$ cat config.mk
export PLATFORM = sky130hd
export DESIGN_NAME = psh_shell
export DESIGN_NICKNAME = d
export VERILOG_FILES = /design/src/common/psh_pkg.sv /design/src/rtl/psh_fifo.sv /design/src/rtl/psh_shell.sv
export SDC_FILE = /design/constraint.sdc
export NUM_CORES = 1
export LEC_CHECK = 0
export BUFFER_PORTS_ARGS = -buffer_cell sky130_fd_sc_hd__buf_2
export CORE_MARGIN = 10
export CORE_UTILIZATION = 24
export DETAILED_ROUTE_END_ITERATION = 10
export SYNTH_ARGS = -nofsm -noshare
export SYNTH_HDL_FRONTEND = slang
export SYNTH_SLANG_ARGS = --single-unit
$ cat constraint.sdc
create_clock -name clock -period 4.3 [get_ports clock]
set_input_delay 0 -clock clock [delete_from_list [all_inputs] [get_ports clock]]
set_output_delay 0 -clock clock [all_outputs]
set_load 0.02 [all_outputs]
$ cat src/common/psh_pkg.sv
// Shared constants and carrier types for the peripheral register shell
package psh_pkg;
	localparam int NPORT     = 2;
	localparam int DW        = 32;
	localparam int PTR_W     = 32;
	localparam int CNT_W     = 16;
	localparam int CHAR_W    = 8;
	localparam int FIFO_D    = 8;
	localparam int WIN_BITS  = 14;
	localparam int IRQC_BITS = 12;
	localparam int PIDX_W    = $clog2(NPORT);
	localparam int AW        = WIN_BITS + PIDX_W;

	// Byte offsets inside one port window
	localparam logic [WIN_BITS-1:0] OFF_CTRL   = 14'h0000;
	localparam logic [WIN_BITS-1:0] OFF_MODE   = 14'h0004;
	localparam logic [WIN_BITS-1:0] OFF_CH_SET = 14'h0008;
	localparam logic [WIN_BITS-1:0] OFF_CH_CLR = 14'h000C;
	localparam logic [WIN_BITS-1:0] OFF_CH_ST  = 14'h0010;
	localparam logic [WIN_BITS-1:0] OFF_STATUS = 14'h0014;
	localparam logic [WIN_BITS-1:0] OFF_IEN    = 14'h0018;
	localparam logic [WIN_BITS-1:0] OFF_IDIS   = 14'h001C;
	localparam logic [WIN_BITS-1:0] OFF_IMASK  = 14'h0020;
	localparam logic [WIN_BITS-1:0] OFF_RX_PTR = 14'h0030;
	localparam logic [WIN_BITS-1:0] OFF_RX_CNT = 14'h0034;
	localparam logic [WIN_BITS-1:0] OFF_TX_PTR = 14'h0038;
	localparam logic [WIN_BITS-1:0] OFF_TX_CNT = 14'h003C;

	// Field positions and widths
	localparam int CTRL_CLR_ERR = 0;
	localparam int MODE_W       = 1;
	localparam int MODE_FIXED   = 0;
	localparam int CH_W         = 2;
	localparam int CH_RX        = 0;
	localparam int CH_TX        = 1;
	localparam int ST_W         = 4;
	localparam int ST_RX_END    = 0;
	localparam int ST_TX_END    = 1;
	localparam int ST_RX_RDY    = 2;
	localparam int ST_OVERRUN   = 3;

	// Values after reset and per-transfer pointer and count steps
	localparam logic [MODE_W-1:0] MODE_RST = 1'h0;
	localparam logic [CH_W-1:0]   CH_RST   = 2'h0;
	localparam logic [ST_W-1:0]   MASK_RST = 4'h0;
	localparam logic [PTR_W-1:0]  PTR_RST  = 32'h0000_0000;
	localparam logic [CNT_W-1:0]  CNT_RST  = 16'h0000;
	localparam logic [DW-1:0]     RDATA_RST = 32'h0000_0000;
	localparam logic [PTR_W-1:0]  PTR_STEP = 32'h0000_0001;
	localparam logic [CNT_W-1:0]  CNT_STEP = 16'h0001;

	typedef struct packed {
		logic          sel;
		logic          enable;
		logic          write;
		logic [AW-1:0] addr;
		logic [DW-1:0] wdata;
	} psh_bus_req_t;

	typedef struct packed {
		logic              valid;
		logic [PTR_W-1:0]  addr;
		logic [CHAR_W-1:0] data;
	} psh_wr_req_t;

	typedef struct packed {
		logic             valid;
		logic [PTR_W-1:0] addr;
	} psh_rd_req_t;

	typedef struct packed {
		logic [MODE_W-1:0] mode;
		logic [CH_W-1:0]   chen;
		logic [ST_W-1:0]   imask;
		logic              overrun;
		logic [PTR_W-1:0]  rx_ptr;
		logic [CNT_W-1:0]  rx_cnt;
		logic [PTR_W-1:0]  tx_ptr;
		logic [CNT_W-1:0]  tx_cnt;
	} psh_port_t;
endpackage : psh_pkg

$ cat src/rtl/psh_fifo.sv
// Parameterised first-in first-out buffer with valid/ready on both sides
`timescale 1ns/100ps
module psh_fifo #(
	parameter int W = 8,
	parameter int D = 8
) (
	input  wire logic         clock,
	input  wire logic         rst_n,
	input  wire logic         in_valid,
	output logic              in_ready,
	input  wire logic [W-1:0] in_data,
	output logic              out_valid,
	input  wire logic         out_ready,
	output logic [W-1:0]      out_data
);
	localparam int PW = (D > 1) ? $clog2(D) : 1;
	localparam int CW = $clog2(D + 1);

	typedef struct packed {
		logic [D-1:0][W-1:0] mem;
		logic [PW-1:0]       wp;
		logic [PW-1:0]       rp;
		logic [CW-1:0]       cnt;
	} psh_fifo_state_t;

	psh_fifo_state_t s_reg;
	psh_fifo_state_t s_next;
	logic            push;
	logic            pop;

	assign in_ready  = (s_reg.cnt != CW'(D));
	assign out_valid = (s_reg.cnt != '0);
	assign out_data  = s_reg.mem[s_reg.rp];
	assign push      = in_valid && in_ready;
	assign pop       = out_valid && out_ready;

	always_comb begin
		s_next = s_reg;
		if (push) begin
			s_next.mem[s_reg.wp] = in_data;
			s_next.wp = (s_reg.wp == PW'(D - 1)) ? '0 : s_reg.wp + PW'(1);
		end
		if (pop) begin
			s_next.rp = (s_reg.rp == PW'(D - 1)) ? '0 : s_reg.rp + PW'(1);
		end
		if (push && !pop) begin
			s_next.cnt = s_reg.cnt + CW'(1);
		end else if (pop && !push) begin
			s_next.cnt = s_reg.cnt - CW'(1);
		end
		if (!rst_n) begin
			s_next.wp  = '0;
			s_next.rp  = '0;
			s_next.cnt = '0;
		end
	end

	always_ff @(posedge clock) begin
		s_reg <= s_next;
	end
endmodule : psh_fifo

$ cat src/rtl/psh_shell.sv
// Register shell, transfer channels and interrupt sources of the serial ports
`timescale 1ns/100ps
module psh_shell #(
	parameter int NPORT  = psh_pkg::NPORT,
	parameter int CHAR_W = psh_pkg::CHAR_W,
	parameter int FIFO_D = psh_pkg::FIFO_D
) (
	input  wire logic                              clock,
	input  wire logic                              rst_n,
	input  wire psh_pkg::psh_bus_req_t             bus_req,
	output logic [psh_pkg::DW-1:0]                 bus_rdata,
	input  wire logic [NPORT-1:0]                  rx_in_valid,
	output logic [NPORT-1:0]                       rx_in_ready,
	input  wire logic [NPORT-1:0][CHAR_W-1:0]      rx_in_data,
	output psh_pkg::psh_wr_req_t [NPORT-1:0]       rx_wr,
	input  wire logic [NPORT-1:0]                  rx_wr_ready,
	output psh_pkg::psh_rd_req_t [NPORT-1:0]       tx_rd,
	input  wire logic [NPORT-1:0]                  tx_rd_ready,
	output logic [NPORT-1:0]                       irq
);
	typedef struct packed {
		psh_pkg::psh_port_t [NPORT-1:0] port;
		logic [psh_pkg::DW-1:0]         rdata;
	} psh_shell_state_t;

	psh_shell_state_t                         s_reg;
	psh_shell_state_t                         s_next;
	logic [NPORT-1:0]                         fifo_out_valid;
	logic [NPORT-1:0]                         fifo_out_ready;
	logic [NPORT-1:0][CHAR_W-1:0]             fifo_out_data;
	logic [NPORT-1:0][psh_pkg::ST_W-1:0]      status;
	logic [NPORT-1:0]                         rx_go;
	logic [NPORT-1:0]                         tx_go;
	logic                                     bus_wr;
	logic                                     bus_rd;
	logic [psh_pkg::WIN_BITS-1:0]             bus_off;
	logic [psh_pkg::PIDX_W-1:0]               bus_port;

	// True when the access offset names the given register
	function automatic logic hit(
		input logic [psh_pkg::WIN_BITS-1:0] off,
		input logic [psh_pkg::WIN_BITS-1:0] reg_off
	);
		hit = (off == reg_off);
	endfunction : hit

	// Live status word of one port
	function automatic logic [psh_pkg::ST_W-1:0] port_status(
		input psh_pkg::psh_port_t p,
		input logic               rx_rdy
	);
		logic [psh_pkg::ST_W-1:0] st;
		st = '0;
		st[psh_pkg::ST_RX_END]  = (p.rx_cnt == psh_pkg::CNT_RST);
		st[psh_pkg::ST_TX_END]  = (p.tx_cnt == psh_pkg::CNT_RST);
		st[psh_pkg::ST_RX_RDY]  = rx_rdy;
		st[psh_pkg::ST_OVERRUN] = p.overrun;
		port_status = st;
	endfunction : port_status

	// Byte and half-word accesses fall onto the enclosing word
	assign bus_off  = {bus_req.addr[psh_pkg::WIN_BITS-1:2], 2'b00};
	assign bus_port = bus_req.addr[psh_pkg::AW-1:psh_pkg::WIN_BITS];
	assign bus_wr   = bus_req.sel && bus_req.enable && bus_req.write;
	assign bus_rd   = bus_req.sel && !bus_req.enable && !bus_req.write;

	genvar g;
	generate
		for (g = 0; g < NPORT; g++) begin : g_port
			psh_fifo #(
				.W (CHAR_W),
				.D (FIFO_D)
			) u_rx_fifo (
				.clock     (clock),
				.rst_n     (rst_n),
				.in_valid  (rx_in_valid[g]),
				.in_ready  (rx_in_ready[g]),
				.in_data   (rx_in_data[g]),
				.out_valid (fifo_out_valid[g]),
				.out_ready (fifo_out_ready[g]),
				.out_data  (fifo_out_data[g])
			);

			assign status[g] = port_status(s_reg.port[g], fifo_out_valid[g]);
			// A channel runs only while enabled and count is nonzero
			assign rx_go[g]  = s_reg.port[g].chen[psh_pkg::CH_RX]
				&& (s_reg.port[g].rx_cnt != psh_pkg::CNT_RST) && fifo_out_valid[g];
			assign tx_go[g]  = s_reg.port[g].chen[psh_pkg::CH_TX]
				&& (s_reg.port[g].tx_cnt != psh_pkg::CNT_RST);
			assign fifo_out_ready[g] = rx_go[g] && rx_wr_ready[g];

			assign rx_wr[g].valid = rx_go[g];
			assign rx_wr[g].addr  = s_reg.port[g].rx_ptr;
			assign rx_wr[g].data  = fifo_out_data[g];
			assign tx_rd[g].valid = tx_go[g];
			assign tx_rd[g].addr  = s_reg.port[g].tx_ptr;

			assign irq[g] = |(status[g] & s_reg.port[g].imask);
		end
	endgenerate

	assign bus_rdata = s_reg.rdata;

	always_comb begin
		logic [psh_pkg::PTR_W-1:0] step;
		logic                      sel_p;
		s_next = s_reg;
		step   = '0;
		sel_p  = 1'b0;
		for (int p = 0; p < NPORT; p++) begin
			step  = s_reg.port[p].mode[psh_pkg::MODE_FIXED] ? '0 : psh_pkg::PTR_STEP;
			sel_p = (32'(bus_port) == p);

			// Channel progress
			if (rx_go[p] && rx_wr_ready[p]) begin
				s_next.port[p].rx_ptr = s_reg.port[p].rx_ptr + step;
				s_next.port[p].rx_cnt = s_reg.port[p].rx_cnt - psh_pkg::CNT_STEP;
			end
			if (tx_go[p] && tx_rd_ready[p]) begin
				s_next.port[p].tx_ptr = s_reg.port[p].tx_ptr + step;
				s_next.port[p].tx_cnt = s_reg.port[p].tx_cnt - psh_pkg::CNT_STEP;
			end

			// Software writes; a pointer write overrides same-cycle progress
			if (bus_wr && sel_p) begin
				if (hit(bus_off, psh_pkg::OFF_CTRL) && bus_req.wdata[psh_pkg::CTRL_CLR_ERR]) begin
					s_next.port[p].overrun = 1'b0;
				end
				if (hit(bus_off, psh_pkg::OFF_MODE)) begin
					s_next.port[p].mode = bus_req.wdata[psh_pkg::MODE_W-1:0];
				end
				if (hit(bus_off, psh_pkg::OFF_CH_SET)) begin
					s_next.port[p].chen = s_reg.port[p].chen | bus_req.wdata[psh_pkg::CH_W-1:0];
				end
				if (hit(bus_off, psh_pkg::OFF_CH_CLR)) begin
					s_next.port[p].chen = s_reg.port[p].chen & ~bus_req.wdata[psh_pkg::CH_W-1:0];
				end
				if (hit(bus_off, psh_pkg::OFF_IEN)) begin
					s_next.port[p].imask = s_reg.port[p].imask | bus_req.wdata[psh_pkg::ST_W-1:0];
				end
				if (hit(bus_off, psh_pkg::OFF_IDIS)) begin
					s_next.port[p].imask = s_reg.port[p].imask & ~bus_req.wdata[psh_pkg::ST_W-1:0];
				end
				if (hit(bus_off, psh_pkg::OFF_RX_PTR)) begin
					s_next.port[p].rx_ptr = bus_req.wdata;
				end
				if (hit(bus_off, psh_pkg::OFF_RX_CNT)) begin
					s_next.port[p].rx_cnt = bus_req.wdata[psh_pkg::CNT_W-1:0];
				end
				if (hit(bus_off, psh_pkg::OFF_TX_PTR)) begin
					s_next.port[p].tx_ptr = bus_req.wdata;
				end
				if (hit(bus_off, psh_pkg::OFF_TX_CNT)) begin
					s_next.port[p].tx_cnt = bus_req.wdata[psh_pkg::CNT_W-1:0];
				end
				// Status, channel status and mask offsets take no write
			end

			// Overrun set after the clear so a simultaneous event survives
			if (rx_in_valid[p] && !rx_in_ready[p]) begin
				s_next.port[p].overrun = 1'b1;
			end
		end

		// Read data captured in the setup phase, stable in the access phase
		if (bus_rd) begin
			s_next.rdata = '0;
			for (int p = 0; p < NPORT; p++) begin
				if (32'(bus_port) == p) begin
					unique case (bus_off)
						psh_pkg::OFF_MODE:   s_next.rdata[psh_pkg::MODE_W-1:0] = s_reg.port[p].mode;
						psh_pkg::OFF_CH_ST:  s_next.rdata[psh_pkg::CH_W-1:0]   = s_reg.port[p].chen;
						psh_pkg::OFF_STATUS: s_next.rdata[psh_pkg::ST_W-1:0]   = status[p];
						psh_pkg::OFF_IMASK:  s_next.rdata[psh_pkg::ST_W-1:0]   = s_reg.port[p].imask;
						psh_pkg::OFF_RX_PTR: s_next.rdata = s_reg.port[p].rx_ptr;
						psh_pkg::OFF_RX_CNT: s_next.rdata[psh_pkg::CNT_W-1:0]  = s_reg.port[p].rx_cnt;
						psh_pkg::OFF_TX_PTR: s_next.rdata = s_reg.port[p].tx_ptr;
						psh_pkg::OFF_TX_CNT: s_next.rdata[psh_pkg::CNT_W-1:0]  = s_reg.port[p].tx_cnt;
						// Write-only, enable/disable and unmapped offsets read zero
						default:             s_next.rdata = '0;
					endcase
				end
			end
		end

		if (!rst_n) begin
			s_next.rdata = psh_pkg::RDATA_RST;
			for (int p = 0; p < NPORT; p++) begin
				s_next.port[p].mode    = psh_pkg::MODE_RST;
				s_next.port[p].chen    = psh_pkg::CH_RST;
				s_next.port[p].imask   = psh_pkg::MASK_RST;
				s_next.port[p].overrun = 1'b0;
				s_next.port[p].rx_ptr  = psh_pkg::PTR_RST;
				s_next.port[p].rx_cnt  = psh_pkg::CNT_RST;
				s_next.port[p].tx_ptr  = psh_pkg::PTR_RST;
				s_next.port[p].tx_cnt  = psh_pkg::CNT_RST;
			end
		end
	end

	always_ff @(posedge clock) begin
		s_reg <= s_next;
	end
endmodule : psh_shell

==> results.json <==
{
  "routed-via-count": 19070,
  "portBuffers": 255,
  "grt_pass1_wl_um": 120300,
  "regArea_mm2": 0.009049,
  "hold_viol_final": 0,
  "ys.flop_type": "dfxtp_1",
  "num_io_pins": 258,
  "cp.arrival_ns": 3.92,
  "async_flop_share_pct": 0,
  "synth_top_family_by_area": "compound AO/OA/AOI/OAI gates",
  "dieHeight_um": 321.4,
  "wirelength_met1_um": 33910,
  "min_period_ns": 3.431,
  "hp-class": "in2reg",
  "start_util_pct": 24.22,
  "cp.required_ns": 4.79,
  "synth_seq_cells": 388,
  "via_per_inst": 5.302,
  "peakVddDrop_mv": 0.2373,
  "gp_congestion": 0.8718,
  "post_cts.resized_instances": 0,
  "top_layer": "met5",
  "drc_errors": 0,
  "crit_path_end_kind": "flop",
  "grt_overflow": 0,
  "hold_depth": 3,
  "syn_avg_cell_area_um2": 9.382,
  "finalCritPeriodShare_pct": 79.79,
  "r2r_cells": 16,
  "clock-sinks": 388,
  "placement_rows": 110,
  "maxSlewHeadroom_pct": 23.01,
  "routed-wl-met2_um": 36900,
  "rsz0062_at_grt": "false",
  "cts-root-buf": "clkbuf_16",
  "crit_path_start_kind": "flop",
  "area_growth_pct": 14.43,
  "synth_compound_area_share_pct": 19.90,
  "clock_latency_ns": 0.56,
  "core_mm2": 0.09001,
  "synth_warnings": 0,
  "synth-adder-area-share_pct": 1.676,
  "final_cells": 3596,
  "antenna_found_initial": 15,
  "dp_cells": 3463,
  "cp_max_fo": 10,
  "ant_nets": 0,
  "synth_area_mm2": 0.02180,
  "final_cell_mix": "260 x dfxtp_1, 254 x buf_2, 229 x o21ai_0, 134 x a21oi_1, 128 x edfxtp_1",
  "route.detailed.wl_per_inst_um": 22.86,
  "htree_levels": 2,
  "yosysTopAreaCellShare_pct": 23.87,
  "r2r_slack_ns": 0.87,
  "fillerInstances": 9573,
  "synth-edff-count": 128,
  "skew_ns": 0.01618,
  "cap_violations": 0,
  "syn-num-nets": 2426,
  "synth-simple-area-share_pct": 16.53,
  "worstMarginPinSlew_ns": 1.151,
  "setup_viol": 0,
  "first_pass_iters": 6,
  "cts_buffer_depth": 3,
  "powerDensity_mw_per_mm2": 333.1,
  "grt_pass1_vias": 17680,
  "clk_pin_slew_ns": 0.06,
  "postCtsSetupBuffers": 0,
  "cts_tree": "built",
  "dpl.hpwl_um": 58900,
  "totalWireLength_um": 82200,
  "num-nets-final": 2485,
  "syn-instance-count": 2324,
  "final_max_slew_viol_count": 0,
  "fmax_mhz": 291.5,
  "power.leakage_nw": 8.669,
  "muxShareOfSynthArea_pct": 6.657,
  "cts_buffers": 41,
  "fin_tns_setup_ns": 0,
  "largest_reg_flops": 148,
  "ys_top_cells_by_area": "dfxtp_1 24%, edfxtp_1 18%, buf_4 5.7%, o21ai_0 5.3%, mux4_2 3.3%",
  "yosys.area.top_type": "dfxtp_1",
  "met3_length_um": 8852,
  "synth_xor_area_share_pct": 4.258,
  "dieArea_mm2": 0.1033,
  "yosysSeqAreaShare_pct": 41.50,
  "final_common_cell": "dfxtp_1",
  "drt_iter0_markers": 1875,
  "status": "finished, final reports clean",
  "grt.total_usage_pct": 15.14,
  "die_w_um": 321.4,
  "grt_max_degree": 140,
  "drive_above_1_share_pct": 18.79,
  "synth_cell_types": 83,
  "multiInputGateArea_mm2": 0.01074,
  "critical_path_class": "reg2reg"
}
[synthesized netlist by cell type, types with 37 or more instances]
master,count
a21oi_1,134
a22oi_1,37
a31oi_1,73
buf_4,166
clkbuf_1,136
dfxtp_1,260
edfxtp_1,128
inv_1,44
mux2i_1,46
nand2_1,115
nand3_1,82
nand4_1,53
nor2_1,94
o21ai_0,229
o31ai_1,44
or3_1,43
or4_1,53
xnor2_1,61
xor2_1,45
[routing by layer]
layer  track usage (%)  vias up
li1                  -     8826
met1             19.67     9330
met2             23.69      749
met3             4.829      146
met4             4.487       14
met5                 0        -
[critical path: stages, from the launching register on]
cell and delay, ns:
dfxtp_1 0.41, inv_1 0.07, ha_1 0.21, nor3b_1 0.14, buf_4 0.16, nor4bb_1 0.14
buf_4 0.18, a21oi_2 0.48, inv_1 0.10, ha_1 0.25, inv_1 0.12, ha_1 0.24
a21o_1 0.17, a21oi_1 0.17, xnor2_1 0.09, or3_1 0.31, a21oi_1 0.14
[repair_timing]
| item | 4_1_cts | 5_1_grt |
|---|---|---|
| endpoints found under the hold margin | 331 | 0 |
| setup endpoints to repair | 0 | 0 |
| hold buffers | 53 | 0 |
[area by class of cell]
class	instances	share of cell area [%]
multi-input cells	1558	43.03
inverters	46	0.6920
diodes	4	0.04012
well taps	1176	5.897
clock inverters	23	0.9829
flip-flops and latches	388	36.27
repair buffers	348	8.505
clock buffers	53	4.584
[final timing paths]
check | startpoint | to
worst max-delay path | s_reg[184]$_SDFF_PN0_ | g_port[1].u_rx_fifo.s_reg[3]$_SDFFE_PN0P_
worst min-delay path | bus_req[46] | bus_rdata[1]$_SDFFE_PN0P_
worst max register to register | s_reg[184]$_SDFF_PN0_ | g_port[1].u_rx_fifo.s_reg[3]$_SDFFE_PN0P_
worst min register to register | bus_rdata[6]$_SDFFE_PN0P_ | bus_rdata[6]$_SDFFE_PN0P_
[cell families after synthesis]
logic type                 after synthesis
adders and majority gates               28
and+or+nand+nor                        635
AOI/OAI and AO/OA                      687
DFF                                    388
muxes                                  102
xor gates and xnor gates               106
buffers and inverters                  378
[where the power goes]
part,switching (mW),internal [mW]
clock network,1.60,2.14
registers,0.0592,3.86
logic,0.406,0.241
total,2.07,6.25
[through the flow]
stage                     setup WS, ns  hold WS, ns  area, um^2  total power, mW  util (%)
after CTS                       0.8701      0.02458       24940            8.367     27.71
after detailed placement        0.8910       0.2768       23020            4.609     25.58
final                           0.8690      0.04228       24950            8.311     27.72
after global routing            0.6203      0.07411       24940            8.554     27.71
after global placement          0.8885       0.2764       23020            4.599     25.58
after floorplan                 0.9380      0.09887       21800            4.362         -
Power figures use the tool's default switching activity.
